[src/hw/dual_timer_pkg.sv]
// Shared constants for the dual timer/counter block
package dual_timer_pkg;
  // ----------------------------------------------------------------
  // Register indices (byte address is four times the index)
  // ----------------------------------------------------------------
  localparam logic [7:0] IDX_CTRL_FLAGS = 8'h88;
  localparam logic [7:0] IDX_MODE_CFG = 8'h89;
  localparam logic [7:0] IDX_LOW_BYTE0 = 8'h8A;
  localparam logic [7:0] IDX_LOW_BYTE1 = 8'h8B;
  localparam logic [7:0] IDX_HIGH_BYTE0 = 8'h8C;
  localparam logic [7:0] IDX_HIGH_BYTE1 = 8'h8D;
  localparam int ADDR_W = 10;
  localparam int DATA_W = 32;

  // ----------------------------------------------------------------
  // Reset values
  // ----------------------------------------------------------------
  localparam logic [7:0] CTRL_FLAGS_RST = 8'h00;
  localparam logic [7:0] MODE_CFG_RST = 8'h00;
  localparam logic [7:0] COUNT_RST = 8'h00;

  // ----------------------------------------------------------------
  // Mode register field positions
  // ----------------------------------------------------------------
  localparam int GATE_SEL_UNIT1 = 7;
  localparam int FUNC_SEL_UNIT1 = 6;
  localparam int MODE_HI_UNIT1 = 5;
  localparam int MODE_LO_UNIT1 = 4;
  localparam int GATE_SEL_UNIT0 = 3;
  localparam int FUNC_SEL_UNIT0 = 2;
  localparam int MODE_HI_UNIT0 = 1;
  localparam int MODE_LO_UNIT0 = 0;

  // ----------------------------------------------------------------
  // Control register field positions
  // ----------------------------------------------------------------
  localparam int OVERFLOW_FLAG_UNIT1 = 7;
  localparam int RUN_BIT_UNIT1 = 6;
  localparam int OVERFLOW_FLAG_UNIT0 = 5;
  localparam int RUN_BIT_UNIT0 = 4;
  localparam int EXT_IRQ_FLAG_B = 3;
  localparam int EXT_IRQ_TYPE_B = 2;
  localparam int EXT_IRQ_FLAG_A = 1;
  localparam int EXT_IRQ_TYPE_A = 0;

  // ----------------------------------------------------------------
  // Operating modes
  // ----------------------------------------------------------------
  typedef enum logic [1:0] {
    MODE_PRESCALE13 = 2'h0,
    MODE_CASCADE16 = 2'h1,
    MODE_RELOAD8 = 2'h2,
    MODE_SPLIT_STOP = 2'h3
  } timer_mode_t;
  localparam logic [4:0] PRESCALE_MAX = 5'h1F;
  localparam logic [7:0] BYTE_MAX = 8'hFF;

  // ----------------------------------------------------------------
  // Timing: machine cycle in oscillator periods, clk is the oscillator
  // ----------------------------------------------------------------
  localparam int MACHINE_CYCLE_OSC = 6;
  localparam int CLKS_PER_OSC = 1;
  localparam int MACHINE_CYCLE_CLKS = MACHINE_CYCLE_OSC * CLKS_PER_OSC;
  localparam int DIV_W = 3;
endpackage

[src/hw/pin_sample_if.sv]
// Machine-cycle tick and sampled pin events between sampler and timer core
`timescale 1ns/1ps
`default_nettype none
interface pin_sample_if;
  logic tick;
  logic [1:0] count_fall;
  logic [1:0] irq_low;
  logic [1:0] irq_fall;
  modport src (output tick, output count_fall, output irq_low, output irq_fall);
  modport dst (input tick, input count_fall, input irq_low, input irq_fall);
endinterface
`default_nettype wire

[src/hw/machine_cycle_sampler.sv]
// Machine-cycle divider and once-per-cycle sampler for count and interrupt pins
`timescale 1ns/1ps
`default_nettype none
module machine_cycle_sampler (
  input wire logic clk,
  input wire logic rst_n,
  input wire logic [1:0] count_pins,
  input wire logic [1:0] irq_pins,
  pin_sample_if.src smp
);
  typedef struct packed {
    logic [dual_timer_pkg::DIV_W-1:0] div;
    logic tick;
    logic [1:0] count_prev;
    logic [1:0] irq_prev;
    logic [1:0] count_fall;
    logic [1:0] irq_low;
    logic [1:0] irq_fall;
  } sampler_state_t;

  localparam logic [dual_timer_pkg::DIV_W-1:0] DIV_LAST =
    dual_timer_pkg::DIV_W'(dual_timer_pkg::MACHINE_CYCLE_CLKS - 1);

  sampler_state_t st_ff;
  sampler_state_t nxt_st;

  // Divide by the machine cycle; sample pins once at each cycle boundary
  always_comb begin
    nxt_st = st_ff;
    nxt_st.tick = 1'b0;
    nxt_st.count_fall = 2'h0;
    nxt_st.irq_fall = 2'h0;
    if (st_ff.div == DIV_LAST) begin
      nxt_st.div = '0;
      nxt_st.tick = 1'b1;
      // High in one sample, low in the next: a falling transition
      nxt_st.count_fall = st_ff.count_prev & ~count_pins;
      nxt_st.irq_fall = st_ff.irq_prev & ~irq_pins;
      nxt_st.irq_low = ~irq_pins;
      nxt_st.count_prev = count_pins;
      nxt_st.irq_prev = irq_pins;
    end else begin
      nxt_st.div = st_ff.div + 1'b1;
    end
  end

  // State register
  always_ff @(posedge clk) begin
    if (!rst_n) begin
      st_ff <= '{div: '0, tick: 1'b0, count_prev: 2'h3, irq_prev: 2'h3,
                 count_fall: 2'h0, irq_low: 2'h0, irq_fall: 2'h0};
    end else begin
      st_ff <= nxt_st;
    end
  end

  assign smp.tick = st_ff.tick;
  assign smp.count_fall = st_ff.count_fall;
  assign smp.irq_low = st_ff.irq_low;
  assign smp.irq_fall = st_ff.irq_fall;
endmodule
`default_nettype wire

[src/hw/dual_timer_counter_block.sv]
// Two 16-bit timer/counters with mode and control registers on Avalon-MM
//
// Overview of operation
// - Timer mode counts once per six-clock machine cycle
// - Counter mode samples pin per cycle, counts falls
// - High then low sample increments next machine cycle
// - Edge needs two samples; max rate twelfth
// - Function bit picks internal cycles or count pin
// - Gate bit requires interrupt pin high plus run
// - Mode 0: low five bits prescale high byte
// - Mode 1: full sixteen-bit cascaded counter
// - Mode 2: low byte reloads from high byte
// - Unit0 mode 3: two bytes, split control
// - Unit1 mode 3 stops and holds count
// - Overflow flags set by hardware, cleared by ack/software
// - Run bits are software on/off controls
// - External flags set on edge/low, cleared by ack/software
// - Type bits software-written, select edge or level
// - Mode register resets to zero
// - Mode 0 rolls thirteen bits, sets overflow
// - Reload keeps high byte; run never clears count
// - Unit0 mode 3 high byte owns unit1 run/flag
`timescale 1ns/1ps
`default_nettype none
module dual_timer_counter_block (
  input wire logic clk,
  input wire logic rst_n,
  input wire logic [dual_timer_pkg::ADDR_W-1:0] address,
  input wire logic read,
  input wire logic write,
  input wire logic [3:0] byteenable,
  input wire logic [dual_timer_pkg::DATA_W-1:0] writedata,
  output logic [dual_timer_pkg::DATA_W-1:0] readdata,
  output logic waitrequest,
  input wire logic count_pin_unit0,
  input wire logic count_pin_unit1,
  input wire logic ext_irq_pin_a,
  input wire logic ext_irq_pin_b,
  input wire logic vector_ack_unit0,
  input wire logic vector_ack_unit1,
  input wire logic vector_ack_irq_a,
  input wire logic vector_ack_irq_b,
  output logic overflow_flag_unit0,
  output logic overflow_flag_unit1,
  output logic ext_irq_flag_a,
  output logic ext_irq_flag_b
);
  // ----------------------------------------------------------------
  // State
  // ----------------------------------------------------------------
  typedef struct packed {
    logic [7:0] timer_control_flags;
    logic [7:0] timer_mode_config;
    logic [7:0] low_byte_unit0;
    logic [7:0] high_byte_unit0;
    logic [7:0] low_byte_unit1;
    logic [7:0] high_byte_unit1;
    logic wait_ff;
    logic [dual_timer_pkg::DATA_W-1:0] rdata;
  } timer_state_t;

  // Result of one counting step: overflow plus new bytes
  typedef struct packed {
    logic ovf;
    logic [7:0] hi;
    logic [7:0] lo;
  } step_t;

  timer_state_t st_ff;
  timer_state_t nxt_st;
  pin_sample_if smp ();

  // Per-cycle pin sampler
  machine_cycle_sampler sampler (
    .clk(clk),
    .rst_n(rst_n),
    .count_pins({count_pin_unit1, count_pin_unit0}),
    .irq_pins({ext_irq_pin_b, ext_irq_pin_a}),
    .smp(smp)
  );

  // ----------------------------------------------------------------
  // Functions
  // ----------------------------------------------------------------
  // One increment of a unit in modes 0, 1 and 2
  function automatic step_t count_step(input logic [1:0] mode, input logic [7:0] hi,
                                       input logic [7:0] lo);
    step_t r;
    r.ovf = 1'b0;
    r.hi = hi;
    r.lo = lo;
    case (mode)
      dual_timer_pkg::MODE_PRESCALE13: begin
        // Upper three low-byte bits are left as they are
        if (lo[4:0] == dual_timer_pkg::PRESCALE_MAX) begin
          r.lo[4:0] = 5'h00;
          r.hi = hi + 8'h01;
          r.ovf = (hi == dual_timer_pkg::BYTE_MAX);
        end else begin
          r.lo[4:0] = lo[4:0] + 5'h01;
        end
      end
      dual_timer_pkg::MODE_CASCADE16: begin
        {r.hi, r.lo} = {hi, lo} + 16'h0001;
        r.ovf = ({hi, lo} == {dual_timer_pkg::BYTE_MAX, dual_timer_pkg::BYTE_MAX});
      end
      dual_timer_pkg::MODE_RELOAD8: begin
        if (lo == dual_timer_pkg::BYTE_MAX) begin
          r.lo = hi;
          r.ovf = 1'b1;
        end else begin
          r.lo = lo + 8'h01;
        end
      end
      default: begin
        r.lo = lo;
      end
    endcase
    return r;
  endfunction

  // Read-back of one register index, zero for unmapped
  function automatic logic [7:0] reg_read(input timer_state_t s, input logic [7:0] idx);
    logic [7:0] v;
    v = 8'h00;
    case (idx)
      dual_timer_pkg::IDX_CTRL_FLAGS: v = s.timer_control_flags;
      dual_timer_pkg::IDX_MODE_CFG: v = s.timer_mode_config;
      dual_timer_pkg::IDX_LOW_BYTE0: v = s.low_byte_unit0;
      dual_timer_pkg::IDX_LOW_BYTE1: v = s.low_byte_unit1;
      dual_timer_pkg::IDX_HIGH_BYTE0: v = s.high_byte_unit0;
      dual_timer_pkg::IDX_HIGH_BYTE1: v = s.high_byte_unit1;
      default: v = 8'h00;
    endcase
    return v;
  endfunction

  // ----------------------------------------------------------------
  // Decoded controls
  // ----------------------------------------------------------------
  logic [7:0] cflags;
  logic [7:0] mcfg;
  logic [1:0] mode0;
  logic [1:0] mode1;
  logic run0;
  logic run1;
  logic en0;
  logic en1;
  logic ev0;
  logic ev1;
  logic split0;
  logic [7:0] widx;
  logic wr_go;

  // Gating, function select and event choice per unit
  always_comb begin
    cflags = st_ff.timer_control_flags;
    mcfg = st_ff.timer_mode_config;
    mode0 = {mcfg[dual_timer_pkg::MODE_HI_UNIT0], mcfg[dual_timer_pkg::MODE_LO_UNIT0]};
    mode1 = {mcfg[dual_timer_pkg::MODE_HI_UNIT1], mcfg[dual_timer_pkg::MODE_LO_UNIT1]};
    run0 = cflags[dual_timer_pkg::RUN_BIT_UNIT0];
    run1 = cflags[dual_timer_pkg::RUN_BIT_UNIT1];
    split0 = (mode0 == dual_timer_pkg::MODE_SPLIT_STOP);
    // Gate: run alone, or run with the interrupt pin sampled high
    en0 = run0 && (!mcfg[dual_timer_pkg::GATE_SEL_UNIT0] || !smp.irq_low[0]);
    // With unit 0 split, unit 1 loses its run bit and runs unless in mode 3
    en1 = (split0 || run1) &&
          (!mcfg[dual_timer_pkg::GATE_SEL_UNIT1] || !smp.irq_low[1]);
    ev0 = mcfg[dual_timer_pkg::FUNC_SEL_UNIT0] ? smp.count_fall[0] : smp.tick;
    ev1 = mcfg[dual_timer_pkg::FUNC_SEL_UNIT1] ? smp.count_fall[1] : smp.tick;
    widx = address[dual_timer_pkg::ADDR_W-1:2];
    wr_go = write && !st_ff.wait_ff && byteenable[0];
  end

  // ----------------------------------------------------------------
  // Next state
  // ----------------------------------------------------------------
  always_comb begin
    step_t s0;
    step_t s1;
    logic [7:0] split_lo;
    logic [7:0] split_hi;
    nxt_st = st_ff;
    s0 = count_step(mode0, st_ff.high_byte_unit0, st_ff.low_byte_unit0);
    s1 = count_step(mode1, st_ff.high_byte_unit1, st_ff.low_byte_unit1);
    split_lo = st_ff.low_byte_unit0 + 8'h01;
    split_hi = st_ff.high_byte_unit0 + 8'h01;

    // Unit 0 counting: one step per selected event, applied the next cycle
    if (split0) begin
      if (en0 && ev0) begin
        nxt_st.low_byte_unit0 = split_lo;
        if (st_ff.low_byte_unit0 == dual_timer_pkg::BYTE_MAX) begin
          nxt_st.timer_control_flags[dual_timer_pkg::OVERFLOW_FLAG_UNIT0] = 1'b1;
        end
      end
      // High byte counts machine cycles under unit 1's run bit
      if (run1 && smp.tick) begin
        nxt_st.high_byte_unit0 = split_hi;
        if (st_ff.high_byte_unit0 == dual_timer_pkg::BYTE_MAX) begin
          nxt_st.timer_control_flags[dual_timer_pkg::OVERFLOW_FLAG_UNIT1] = 1'b1;
        end
      end
    end else if (en0 && ev0) begin
      nxt_st.low_byte_unit0 = s0.lo;
      nxt_st.high_byte_unit0 = s0.hi;
      if (s0.ovf) begin
        nxt_st.timer_control_flags[dual_timer_pkg::OVERFLOW_FLAG_UNIT0] = 1'b1;
      end
    end

    // Unit 1 counting; mode 3 holds the count
    if (en1 && ev1 && mode1 != dual_timer_pkg::MODE_SPLIT_STOP) begin
      nxt_st.low_byte_unit1 = s1.lo;
      nxt_st.high_byte_unit1 = s1.hi;
      // Split unit 0 owns the unit 1 flag, so unit 1 overflow is silent
      if (s1.ovf && !split0) begin
        nxt_st.timer_control_flags[dual_timer_pkg::OVERFLOW_FLAG_UNIT1] = 1'b1;
      end
    end

    // Vector acknowledges clear flags unless the flag is newly set from clear in the same cycle
    if (vector_ack_unit0 && !(nxt_st.timer_control_flags[dual_timer_pkg::OVERFLOW_FLAG_UNIT0]
        && !cflags[dual_timer_pkg::OVERFLOW_FLAG_UNIT0])) begin
      nxt_st.timer_control_flags[dual_timer_pkg::OVERFLOW_FLAG_UNIT0] = 1'b0;
    end
    if (vector_ack_unit1 && !(nxt_st.timer_control_flags[dual_timer_pkg::OVERFLOW_FLAG_UNIT1]
        && !cflags[dual_timer_pkg::OVERFLOW_FLAG_UNIT1])) begin
      nxt_st.timer_control_flags[dual_timer_pkg::OVERFLOW_FLAG_UNIT1] = 1'b0;
    end

    // External interrupts: type one edge, type zero low level
    if (cflags[dual_timer_pkg::EXT_IRQ_TYPE_A] ? smp.irq_fall[0] : smp.irq_low[0]) begin
      nxt_st.timer_control_flags[dual_timer_pkg::EXT_IRQ_FLAG_A] = 1'b1;
    end else if (vector_ack_irq_a) begin
      nxt_st.timer_control_flags[dual_timer_pkg::EXT_IRQ_FLAG_A] = 1'b0;
    end
    if (cflags[dual_timer_pkg::EXT_IRQ_TYPE_B] ? smp.irq_fall[1] : smp.irq_low[1]) begin
      nxt_st.timer_control_flags[dual_timer_pkg::EXT_IRQ_FLAG_B] = 1'b1;
    end else if (vector_ack_irq_b) begin
      nxt_st.timer_control_flags[dual_timer_pkg::EXT_IRQ_FLAG_B] = 1'b0;
    end

    // Software write lands last so it overrides hardware updates
    if (wr_go) begin
      case (widx)
        dual_timer_pkg::IDX_CTRL_FLAGS: nxt_st.timer_control_flags = writedata[7:0];
        dual_timer_pkg::IDX_MODE_CFG: nxt_st.timer_mode_config = writedata[7:0];
        dual_timer_pkg::IDX_LOW_BYTE0: nxt_st.low_byte_unit0 = writedata[7:0];
        dual_timer_pkg::IDX_LOW_BYTE1: nxt_st.low_byte_unit1 = writedata[7:0];
        dual_timer_pkg::IDX_HIGH_BYTE0: nxt_st.high_byte_unit0 = writedata[7:0];
        dual_timer_pkg::IDX_HIGH_BYTE1: nxt_st.high_byte_unit1 = writedata[7:0];
        default: nxt_st.rdata = st_ff.rdata;
      endcase
    end

    // Bus handshake: one wait cycle, then waitrequest low for one cycle
    if ((read || write) && st_ff.wait_ff) begin
      nxt_st.wait_ff = 1'b0;
      nxt_st.rdata = {24'h000000, reg_read(st_ff, widx)};
    end else begin
      nxt_st.wait_ff = 1'b1;
    end
  end

  // ----------------------------------------------------------------
  // Registers
  // ----------------------------------------------------------------
  // Synchronous reset; a run bit set later never touches the counts
  always_ff @(posedge clk) begin
    if (!rst_n) begin
      st_ff <= '{timer_control_flags: dual_timer_pkg::CTRL_FLAGS_RST,
                 timer_mode_config: dual_timer_pkg::MODE_CFG_RST,
                 low_byte_unit0: dual_timer_pkg::COUNT_RST,
                 high_byte_unit0: dual_timer_pkg::COUNT_RST,
                 low_byte_unit1: dual_timer_pkg::COUNT_RST,
                 high_byte_unit1: dual_timer_pkg::COUNT_RST,
                 wait_ff: 1'b1,
                 rdata: '0};
    end else begin
      st_ff <= nxt_st;
    end
  end

  // Outputs straight from the state register
  assign readdata = st_ff.rdata;
  assign waitrequest = st_ff.wait_ff;
  assign overflow_flag_unit0 = st_ff.timer_control_flags[dual_timer_pkg::OVERFLOW_FLAG_UNIT0];
  assign overflow_flag_unit1 = st_ff.timer_control_flags[dual_timer_pkg::OVERFLOW_FLAG_UNIT1];
  assign ext_irq_flag_a = st_ff.timer_control_flags[dual_timer_pkg::EXT_IRQ_FLAG_A];
  assign ext_irq_flag_b = st_ff.timer_control_flags[dual_timer_pkg::EXT_IRQ_FLAG_B];
endmodule
`default_nettype wire

[config.mk]
export PLATFORM = sky130hd
export DESIGN_NAME = dual_timer_counter_block
export DESIGN_NICKNAME = d
export VERILOG_FILES = /design/src/hw/dual_timer_pkg.sv /design/src/hw/pin_sample_if.sv /design/src/hw/machine_cycle_sampler.sv /design/src/hw/dual_timer_counter_block.sv
export SDC_FILE = /design/constraint.sdc
export NUM_CORES = 1
export LEC_CHECK = 0
export ABC_AREA = 1
export BUFFER_PORTS_ARGS = -buffer_cell sky130_fd_sc_hd__buf_4
export CELL_PAD_IN_SITES_DETAIL_PLACEMENT = 2
export CELL_PAD_IN_SITES_GLOBAL_PLACEMENT = 2
export CORE_MARGIN = 2
export CORE_UTILIZATION = 32
export DETAILED_ROUTE_END_ITERATION = 10
export MAX_ROUTING_LAYER = met4
export PLACE_DENSITY_LB_ADDON = 0.1
export SYNTH_ARGS = -nofsm -noshare
export SYNTH_HDL_FRONTEND = slang
export SYNTH_SLANG_ARGS = --single-unit
[constraint.sdc]
create_clock -name clk -period 4.4 [get_ports clk]
set_input_delay 0 -clock clk [delete_from_list [all_inputs] [get_ports clk]]
set_output_delay 0 -clock clk [all_outputs]
set_load 0.01 [all_outputs]
==> qor.yml, run 1 <==
drt:
  remaining_drc_errors: 0
  routedWlPerCell_um: 19.5
  routed_via_density: 5.23
  first_iter_violations: 290
  drt_pass1_iterations: 4
  antenna_left: 0
  vias: 6083
  drt-total-wl_um: 22600
timing:
  slew_viol_final: 0
  worstMarginPinSlew_ns: 0.877
  max_clock_freq_mhz: 401
  fin_crit_sh_pct: 56.6
  fin_crit_ns: 2.49
  slew_headroom_pct: 41.3
  setup_violations: 0
  rsz0062_at_grt: "no"
  skew_ns: 0.00767
  finalSetupTns_ns: 0
  hold_viol: 0
worst_setup_path:
  cp-end-kind: "register"
  required_ns: 4.63
  crit_path_start_kind: "register"
  critPathMaxStageDelay_ns: 0.51
  crit_type: "register to register"
  crit_chain: "ha_1 > inv_1 > nor2_1 > inv_1 > or2_2 > a31oi_1 > a21oi_1"
  cp_slowest_cell: "ha_1"
  path_max_fanout: 12
  critPathBufInv: 2
  cpLargestDelayFamily: "simple AND/OR/NAND/NOR gates"
  cp_common_cell: "inv_1"
  critPathArrivalTime_ns: 2.72
power_and_ir_drop:
  p_per_area_nw_per_um2: 258
  pwr-share-seq_pct: 42.0
  p_int_w: 0.00115
  p_sw_w: 0.000423
  leakagePower_nw: 2.60
  switching_share_pct: 26.9
  combPwrFrac_pct: 8.4
  p_clk_share_pct: 49.6
  peakVddDrop_v: 0.000178
placed_design:
  finalWeightedCongestion: 0.906
  dpl.hpwl_um: 17500
  port_buffers: 41
clock_network:
  htree_levels: 3
  post_cts_resized: 0
  clk_latency_ns: 0.35
  cts_setup_buffers: 0
  cts_buffer_depth: 2
  cts.sinks: 71
  cts_made_buffers: 9
  cts_tree: "yes"
  ctsHoldBuffers: 6
  path_clk_slew_ns: 0.06
  root_buffer: "clkbuf_16"
floorplan:
  die_w_um: 134
  die_h_um: 134
  design.core.area_um2: 16500
  dieArea_um2: 18000
  io_pins: 95
  rows: 47
  initial_core_util_pct: 32.7
synthesis:
  syn_area_per_cell_um2: 5.94
  yosysWarningCount: 0
  netlist_instances: 911
  syn_area_um2: 5410
  synth_cell_type_count: 37
  synth_seq_area_share_pct: 26.3
  synth_seq_cells: 71
global_routing:
  grt_pass1_wl_um: 36400
  antenna_found_initial: 1
  grt_max_degree: 51
  grt_usage_pct: 26.9
  grt_pass1_vias: 6613
  gr-total-overflow: 0
final_layout:
  fin_nets: 1010
  final_core_utilization_pct: 36.9
  drive_above_1_share_pct: 8.18
  area_growth_pct: 12.7
run_status:
  outcome: "complete, no violations"
worst_hold_path:
  hp-class: "input port to register"
flow_run:
  cap_violations: 0
==> flip-flops by register name, summed over array words and instances (netlist names), 2 cells and up <==
| register | flops |
|---|---|
| st_ff | 32 |
| sampler.st_ff | 7 |
| cflags | 8 |
| sampler.smp.count_fall | 2 |
| mcfg | 8 |
| readdata | 8 |
| sampler.smp.irq_low | 2 |
| sampler.smp.irq_fall | 2 |
==> routing by layer <==
metal	up-vias	wire length [um]	track usage (%)
met5	-	0	-
met4	0	596	9.57
met3	33	573	2.91
met2	93	11200	46.1
met1	3018	10300	32.8
li1	2939	-	-
==> logic make-up (layout without fill, tap and decap cells) <==
family | after synthesis | in the layout | share of synthesized area (%)
DFF | 71 | 71 | 26.3
xor gates and xnor gates | 7 | 7 | 1.13
and+or+nand+nor | 418 | 418 | 32.9
buffers and inverters | 185 | 192 | 15.4
adders and majority gates | 16 | 16 | 3.70
AOI/OAI and AO/OA | 213 | 213 | 20.5
other | 1 | 25 | 0.0693
==> placed cells by master (no fill, tap or decap), types with 2 or more instances in the layout <==
| cell type | instances |
|---|---|
| nand2_2 | 5 |
| dlygate4sd3_1 | 6 |
| clkbuf_16 | 9 |
| nand2_1 | 204 |
| xor2_1 | 5 |
| inv_1 | 123 |
| o21ai_0 | 101 |
| nand4_1 | 10 |
| ha_1 | 16 |
| nor2_2 | 3 |
| xnor2_1 | 2 |
| o21bai_1 | 2 |
| a21oi_1 | 78 |
| dfxtp_1 | 71 |
| o21ai_1 | 10 |
| nand3_1 | 74 |
| buf_4 | 41 |
| inv_6 | 4 |
| nor2_4 | 2 |
| or2_2 | 2 |
| inv_2 | 6 |
| o211ai_1 | 2 |
| a31oi_1 | 4 |
| nor3_1 | 5 |
| conb_1 | 24 |
| o22ai_1 | 11 |
| nand3b_1 | 8 |
| nor2_1 | 102 |
==> layout make-up <==
type | count | area (um^2)
diodes | 1 | 2.50
clock buffers | 9 | 225
clock inverters | 7 | 77.6
fillers | 2104 | 10400
inverters | 129 | 484
multi-input cells | 678 | 3240
flip-flops and latches | 71 | 1420
well taps | 220 | 275
repair buffers | 47 | 368
==> per-stage QoR <==
stage	total power (W)	hold slack, ns	worst slack [ns]	cells	area (um^2)
after floorplan	0.000758	0.0768	2.60	934	5490
after global placement	0.000794	0.176	2.02	1139	5730
after detailed placement	0.000802	0.180	1.95	1139	5730
after CTS	0.00159	0.0298	1.91	1161	6090
after global routing	0.00163	0.0546	1.69	1162	6090
final	0.00157	0.0339	1.91	1162	6090
==> worst register-to-register path: stages (launching register included) <==
cell and delay [ns]:
dfxtp_1 0.37, ha_1 0.51, inv_1 0.30, nor2_1 0.33, inv_1 0.28, or2_2 0.35, a31oi_1 0.17, a21oi_1 0.08
==> synthesized netlist by cell type <==
cell type | instances | area, um^2
o21bai_1 | 2 | 15.0
nand2_1 | 204 | 766
clkbuf_1 | 16 | 60.1
a22oi_1 | 1 | 7.51
xnor2_1 | 2 | 17.5
inv_2 | 6 | 22.5
nand2_2 | 5 | 31.3
xor2_1 | 5 | 43.8
a21oi_2 | 1 | 8.76
nand4_1 | 10 | 62.6
nand3b_1 | 8 | 60.1
conb_1 | 1 | 3.75
dfxtp_1 | 71 | 1420
o211ai_1 | 2 | 15.0
nor2_4 | 2 | 22.5
nor2_1 | 102 | 383
a31oi_1 | 4 | 25.0
a21boi_0 | 1 | 7.51
or2_2 | 2 | 12.5
a21oi_1 | 78 | 390
nor3_1 | 5 | 25.0
nor2_2 | 3 | 18.8
and3_1 | 1 | 6.26
inv_1 | 123 | 462
buf_6 | 1 | 11.3
and2_1 | 1 | 6.26
ha_1 | 16 | 200
buf_1 | 1 | 3.75
o21a_1 | 1 | 7.51
a21o_1 | 1 | 7.51
buf_2 | 5 | 25.0
o21ai_0 | 101 | 505
buf_4 | 33 | 248
nand3_1 | 74 | 370
o22ai_1 | 11 | 68.8
o21ai_1 | 10 | 50.1
nor3_4 | 1 | 16.3
==> power by group through the flow <==
stage                     clock network [W]  registers [W]   logic, W
after floorplan                           0       0.000673  0.0000848
after global placement                    0       0.000674   0.000120
after detailed placement                  0       0.000675   0.000127
after CTS                          0.000797       0.000660   0.000132
after global routing               0.000825       0.000661   0.000146
final                              0.000779       0.000660   0.000131
==> final timing paths <==
path,start,cells after the start,slack [ns],end
setup / recovery,mcfg[0]$_SDFFE_PN0P_,7,1.91,st_ff[50]$_SDFF_PN0_
hold / removal,writedata[4],3,0.03,st_ff[45]$_SDFF_PN0_
setup reg to reg,mcfg[0]$_SDFFE_PN0P_,7,1.91,st_ff[50]$_SDFF_PN0_
hold reg to reg,sampler.st_ff[7]$_SDFFE_PN1P_,2,0.46,sampler.smp.irq_fall[1]$_SDFF_PN0_
No activity file was read; power rests on OpenSTA's default activity.
==> run 2: changes to the inputs <==
- CORE_UTILIZATION: 32 -> 27
- clock period: 4.4 -> 2.07 ns (I/O delays scaled with it)
==> qor.yml, run 2 (synthesis results as in run 1) <==
clock_network:
  htree_levels: 3  # unchanged
  cts_tree: "yes"  # unchanged
  cts_made_buffers: 9  # unchanged
  clk_latency_ns: 0.36  # was 0.35 ns
  cts.sinks: 71  # unchanged
  root_buffer: "clkbuf_16"  # unchanged
  path_clk_slew_ns: 0.07  # was 0.06 ns
  cts_buffer_depth: 2  # unchanged
  cts_setup_buffers: 0  # unchanged
global_routing:
  grt_usage_pct: 23.1  # was 26.9%
  grt_pass1_wl_um: 36900  # was 36400 um
  antenna_found_initial: 0  # was 1
  grt_max_degree: 50  # was 51
  gr-total-overflow: 0  # unchanged
  grt_pass1_vias: 6567  # was 6613
worst_setup_path:
  rr_worst_depth: 9  # was 7
  r2r-end: "st_ff[53]$_SDFF_PN0_"  # was st_ff[50]$_SDFF_PN0_
  regToRegSetupSlack_ns: 0.16  # was 1.91 ns
  cp-end-kind: "register"  # unchanged
  path_max_fanout: 5  # was 12
  crit_path_start_kind: "register"  # unchanged
  critPathArrivalTime_ns: 2.18  # was 2.72 ns
  crit_type: "register to register"  # unchanged
  worstReg2RegStart: "st_ff[57]$_SDFF_PN0_"  # was mcfg[0]$_SDFFE_PN0P_
  required_ns: 2.35  # was 4.63 ns
drt:
  remaining_drc_errors: 0  # unchanged
  drt_pass1_iterations: 5  # was 4
  antenna_left: 0  # unchanged
  routedWlPerCell_um: 19.2  # was 19.5 um
  drt-total-wl_um: 23900  # was 22600 um
  first_iter_violations: 308  # was 290
  routed_via_density: 5.02  # was 5.23
  vias: 6222  # was 6083
floorplan:
  die_h_um: 146  # was 134 um
  dieArea_um2: 21200  # was 18000 um^2
  io_pins: 95  # unchanged
  rows: 51  # was 47
  die_w_um: 146  # was 134 um
  design.core.area_um2: 19600  # was 16500 um^2
  initial_core_util_pct: 27.6  # was 32.7%
timing:
  setup_violations: 0  # unchanged
  hold_viol: 0  # unchanged
  worstMarginPinSlew_ns: 0.586  # was 0.877 ns
  finalSetupTns_ns: 0  # unchanged
  skew_ns: 0.0152  # was 0.00767 ns
  rsz0062_at_grt: "no"  # unchanged
  fin_crit_ns: 1.91  # was 2.49 ns
  max_clock_freq_mhz: 525  # was 401 MHz
  slew_viol_final: 0  # unchanged
  slew_headroom_pct: 60.9  # was 41.3%
  fin_crit_sh_pct: 92.1  # was 56.6%
power_and_ir_drop:
  leakagePower_nw: 2.77  # was 2.60 nW
  peakVddDrop_v: 0.000404  # was 0.000178 V
  p_per_area_nw_per_um2: 519  # was 258 nW/um^2
final_layout:
  drive_above_1_share_pct: 12.0  # was 8.18%
  fin_nets: 1044  # was 1010
  largest_reg_flops: 32  # unchanged
  fillCellCount: 2494  # was 2104
  layout_commonest_cell: "nand2_1"  # unchanged
  finalNonFillerCells: 1240  # was 1162
  regMostFlops: "st_ff"  # unchanged
  final_cell_mix: "nand2_1 (203), inv_1 (122), nor2_1 (101)"  # was nand2_1 (204), inv_1 (123), nor2_1 (102)
  n_antenna_cell: 0  # was 1
  area_growth_pct: 18.6  # was 12.7%
placed_design:
  dpl.hpwl_um: 18700  # was 17500 um
  dp.cells: 1218  # was 1139
  port_buffers: 41  # unchanged
  finalWeightedCongestion: 0.872  # was 0.906
worst_hold_path:
  hp-class: "input port to register"  # unchanged
  whs_endpoint: "st_ff[45]$_SDFF_PN0_"  # unchanged
  min_delay_path_depth: 3  # unchanged
  worstHoldStart: "writedata[4]"  # unchanged
flow_run:
  cap_violations: 0  # unchanged
run_status:
  outcome: "complete, no violations"  # unchanged
-- run 2: repair_timing --
item / in CTS / in global routing
resized for setup: 0 / 8
hold buffers: 6 / 0
hold endpoints to repair: 12 / 0
endpoints found under the setup margin: 0 / 15
-- run 2: where the power goes --
group / internal, W / total [W] / switching [W]
logic: 0.000105 / 0.000288 / 0.000183
registers: 0.00139 / 0.00140 / 0.0000137
clock network: 0.000856 / 0.00164 / 0.000781
-- run 2: final cells by class --
cell class / count / area, um^2 / area share (%)
clock inverters: 7 / 73.8 / 1.15
multi-input cells: 678 / 3250 / 50.7
flip-flops and latches: 71 / 1420 / 22.2
repair buffers: 81 / 623 / 9.71
inverters: 129 / 484 / 7.55
clock buffers: 9 / 225 / 3.51
well taps: 265 / 332 / 5.17
-- run 2: critical path, cell delays in order, from the launching register on --
cell and delay [ns]:
dfxtp_2 0.37, ha_1 0.19, nand2_1 0.11, nor2_1 0.14, ha_2 0.22, nand2_1 0.17, or2_2 0.34, nand3_1 0.09
nand2_1 0.07, a21oi_1 0.14
-- run 2: stage by stage --
stage	utilization, %	hold WS (ns)	area, um^2	power, W	setup WS, ns
6_report	32.7	0.0344	6410	0.00333	0.164
5_1_grt	32.7	0.0523	6410	0.00345	0.0267
4_1_cts	32.7	0.0275	6400	0.00338	0.0487
3_5_place_dp	30.8	0.177	6040	0.00172	0.0838
3_3_place_gp	30.8	0.179	6040	0.00170	0.210
2_1_floorplan	-	0.0768	5490	0.00161	0.266
-- run 2: worst max-delay path by stage --
stage	to	cells after the start	startpoint	slack (ns)
3_3_place_gp	st_ff[55]$_SDFF_PN0_	12	st_ff[57]$_SDFF_PN0_	0.21
6_report	st_ff[53]$_SDFF_PN0_	9	st_ff[57]$_SDFF_PN0_	0.16
3_5_place_dp	st_ff[40]$_SDFF_PN0_	12	st_ff[42]$_SDFF_PN0_	0.08
4_1_cts	st_ff[40]$_SDFF_PN0_	12	st_ff[42]$_SDFF_PN0_	0.05
5_1_grt	st_ff[35]$_SDFF_PN0_	11	st_ff[42]$_SDFF_PN0_	0.03
2_1_floorplan	st_ff[38]$_SDFF_PN0_	12	st_ff[41]$_SDFF_PN0_	0.27
-- run 2: per-layer routing --
| metal | up-vias | track usage (%) | part of all wire (%) |
|---|---|---|---|
| li1 | 3016 | - | - |
| met1 | 3082 | 27.6 | 45 |
| met2 | 85 | 39.9 | 49 |
| met3 | 39 | 2.73 | 2.4 |
| met4 | 0 | 8.53 | 3.5 |
| met5 | - | - | 0 |
==> run 3: changes to the inputs <==
- ABC_AREA: 1 -> unset
- CORE_UTILIZATION: 27 -> 29
==> qor.yml, run 3 <==
run_status:
  outcome: "complete, no violations"  # unchanged
global_routing:
  grt_max_degree: 42  # was 50
  gr-total-overflow: 0  # unchanged
  grt_usage_pct: 26.2  # was 23.1%
  antenna_found_initial: 0  # unchanged
  grt_pass1_vias: 5990  # was 6567
  grt_pass1_wl_um: 35800  # was 36900 um
final_layout:
  fin_nets: 822  # was 1044
  largest_reg_flops: 32  # unchanged
  drive_above_1_share_pct: 22.2  # was 12.0%
  final_cell_mix: "buf_4 (117), nand2_1 (71), dfxtp_1 (69)"  # was nand2_1 (203), inv_1 (122), nor2_1 (101)
  design_area_um2: 6350  # was 6410 um^2
  fillCellCount: 2015  # was 2494
  n_antenna_cell: 0  # unchanged
  layout_commonest_cell: "buf_4"  # was nand2_1
  regMostFlops: "st_ff"  # unchanged
  finalNonFillerCells: 978  # was 1240
  final_core_utilization_pct: 37.0  # was 32.7%
  area_growth_pct: 25.2  # was 18.6%
synthesis:
  yosys_most_used_dff: "dfxtp_1"  # unchanged
  syn_area_per_cell_um2: 7.62  # was 5.94 um^2
  synth_common_cells: "nand2_1 (72), dfxtp_1 (71), o21ai_0 (62), nand3_1 (43), clkbuf_1 (37)"  # was nand2_1 (204), inv_1 (123), nor2_1 (102), o21ai_0 (101), a21oi_1 (78)
  yosys-top-cells-area: "dfxtp_1 (28%), o21ai_0 (6.1%), nand2_1 (5.3%), buf_4 (4.7%), nand3_1 (4.2%)"  # was dfxtp_1 (26%), nand2_1 (14%), o21ai_0 (9.3%), inv_1 (8.5%), a21oi_1 (7.2%)
  synth_seq_area_share_pct: 28.0  # was 26.3%
  yosysMostFrequentCell: "nand2_1"  # unchanged
  synth_seq_cells: 71  # unchanged
  syn_area_um2: 5070  # was 5410 um^2
  synthArstFlopShare_pct: 0  # unchanged
  synth_cell_type_count: 66  # was 37
  synth_top_area_share_pct: 28.0  # was 26.3%
  yosysWarningCount: 0  # unchanged
  netlist_instances: 666  # was 911
  synth_edf_count: 0  # unchanged
  synth_top_area_cell: "dfxtp_1"  # unchanged
worst_setup_path:
  crit_type: "register to register"  # unchanged
  cp_slowest_cell: "or3_1"  # was dfxtp_2
  required_ns: 2.34  # was 2.35 ns
  regToRegSetupSlack_ns: 0.07  # was 0.16 ns
  crit_chain: "ha_2 > nand3_2 > inv_1 > ha_2 > nand2_1 > o22ai_1 > a41oi_1 > or3_1 > a31oi_1"  # was ha_1 > nand2_1 > nor2_1 > ha_2 > nand2_1 > or2_2 > nand3_1 > nand2_1 > a21oi_1
  path_max_fanout: 4  # was 5
  cp_common_cell: "ha_2"  # was nand2_1
  critPathMaxStageDelay_ns: 0.38  # was 0.37 ns
  crit_path_start_kind: "register"  # unchanged
  cp-end-kind: "register"  # unchanged
  critPathArrivalTime_ns: 2.28  # was 2.18 ns
timing:
  finalSetupTns_ns: 0  # unchanged
  hold_ws_ns: 0.000389  # was 0.0344 ns
  worstMarginPinSlew_ns: 0.683  # was 0.586 ns
  skew_ns: 0.00634  # was 0.0152 ns
  max_clock_freq_mhz: 500  # was 525 MHz
  rsz0062_at_grt: "yes"  # was no
  fin_crit_ns: 2.00  # was 1.91 ns
  setup_violations: 0  # unchanged
  slew_viol_final: 0  # unchanged
  fin_crit_sh_pct: 96.7  # was 92.1%
  hold_viol: 0  # unchanged
  slew_headroom_pct: 54.2  # was 60.9%
floorplan:
  initial_core_util_pct: 29.5  # was 27.6%
  rows: 48  # was 51
  dieArea_um2: 18600  # was 21200 um^2
  design.core.area_um2: 17200  # was 19600 um^2
  io_pins: 95  # unchanged
  die_w_um: 136  # was 146 um
  die_h_um: 136  # was 146 um
power_and_ir_drop:
  leakagePower_nw: 2.41  # was 2.77 nW
  peakVddDrop_v: 0.000346  # was 0.000404 V
  p_per_area_nw_per_um2: 511  # was 519 nW/um^2
clock_network:
  root_buffer: "clkbuf_16"  # unchanged
  path_clk_slew_ns: 0.07  # about the same
  cts_buffer_depth: 2  # unchanged
  cts.sinks: 71  # unchanged
  cts_tree: "yes"  # unchanged
  htree_levels: 3  # unchanged
  clk_latency_ns: 0.35  # was 0.36 ns
  cts_made_buffers: 9  # unchanged
worst_hold_path:
  hp-class: "input port to register"  # unchanged
drt:
  drt_pass1_iterations: 5  # unchanged
  remaining_drc_errors: 0  # unchanged
  drt-total-wl_um: 23100  # was 23900 um
  routedWlPerCell_um: 23.6  # was 19.2 um
  vias: 5632  # was 6222
  routed_via_density: 5.76  # was 5.02
  antenna_left: 0  # unchanged
  first_iter_violations: 330  # was 308
flow_run:
  cap_violations: 0  # unchanged
placed_design:
  place_area_um2: 5920  # was 6040 um^2
  dpl.hpwl_um: 17700  # was 18700 um
  finalWeightedCongestion: 0.894  # was 0.872
  port_buffers: 41  # unchanged
  dp.cells: 954  # was 1218
## run 3: cell types whose count changed in the layout (fill, tap and decap cells not counted), sizes merged, moves of 13 or more
| cell | change |
|---|---|
| a21boi | +13 |
| a21oi | -49 |
| a31oi | +14 |
| buf | +43 |
| inv | -112 |
| mux2i | +17 |
| nand2 | -137 |
| nand3 | -31 |
| nor2 | -79 |
| o21ai | -46 |
## run 3: worst max-delay path, delay by kind of cell (launching register included)
family	cells	cell delay, ns
buffers and inverters	1	0.10
adder cells (fa/ha/maj)	2	0.41
AND/OR/NAND/NOR	3	0.59
flip-flops	1	0.33
AO/OA/AOI/OAI	3	0.51
## run 3: layout make-up
cell class              instances  area, um^2  share of cell area (%)
inverters                      19        71.3                    1.12
clock buffers                   9         225                    3.55
clock inverters                 7        56.3                   0.887
well taps                     225         282                    4.43
repair buffers                125         968                    15.2
flip-flops and latches         71        1420                    22.4
multi-input cells             522        3320                    52.3
## run 3: path summary, 6_finish.rpt
| check | from | end | cells past startpoint |
|---|---|---|---|
| max | st_ff[58]$_SDFF_PN0_ | cflags[5]$_SDFF_PN0_ | 9 |
| min | writedata[1] | cflags[1]$_SDFF_PN0_ | 2 |
| max reg2reg | st_ff[58]$_SDFF_PN0_ | cflags[5]$_SDFF_PN0_ | 9 |
| min reg2reg | sampler.st_ff[11]$_SDFF_PP0_ | sampler.st_ff[11]$_SDFF_PP0_ | 1 |
## run 3: cells by family after synthesis
kind of cell             share of synthesized area [%]
multiplexers                                      5.35
XOR/XNOR                                          1.04
flip-flops                                        28.0
adder cells (fa/ha/maj)                           3.95
other                                           0.0739
buffers and inverters                             9.72
AND/OR/NAND/NOR                                   23.8
AO/OA/AOI/OAI                                     28.1
## run 3: per-layer routing
| layer | track usage (%) | vias to the layer above | wire length [um] |
|---|---|---|---|
| li1 | - | 2592 | - |
| met5 | - | - | 0 |
| met3 | 3.84 | 27 | 910 |
| met1 | 34.1 | 2870 | 10700 |
| met2 | 43.2 | 143 | 11100 |
| met4 | 5.90 | 0 | 357 |
## run 3: where the power goes
part	switching (W)	leakage, nW	total [W]	internal [W]
sequential	0.0000235	0.576	0.00142	0.00139
combinational	0.000183	1.69	0.000305	0.000122
clock	0.000699	0.137	0.00153	0.000827
## run 3: repair_timing
| action | in CTS | in global routing |
|---|---|---|
| pin swaps | 0 | 1 |
| hold endpoints to repair | 11 | 0 |
| gates resized for setup | 2 | 16 |
| hold buffers | 7 | 0 |
| endpoints found under the setup margin | 2 | 19 |
| setup buffers | 0 | 1 |
## run 3: through the flow
stage / setup WS [ns] / power [W]
final: 0.0681 / 0.00325
after detailed placement: 0.0240 / 0.00174
after CTS: 0.0000639 / 0.00328
after global placement: 0.0930 / 0.00173
after global routing: -0.0331 / 0.00338
after floorplan: 0.00726 / 0.00163
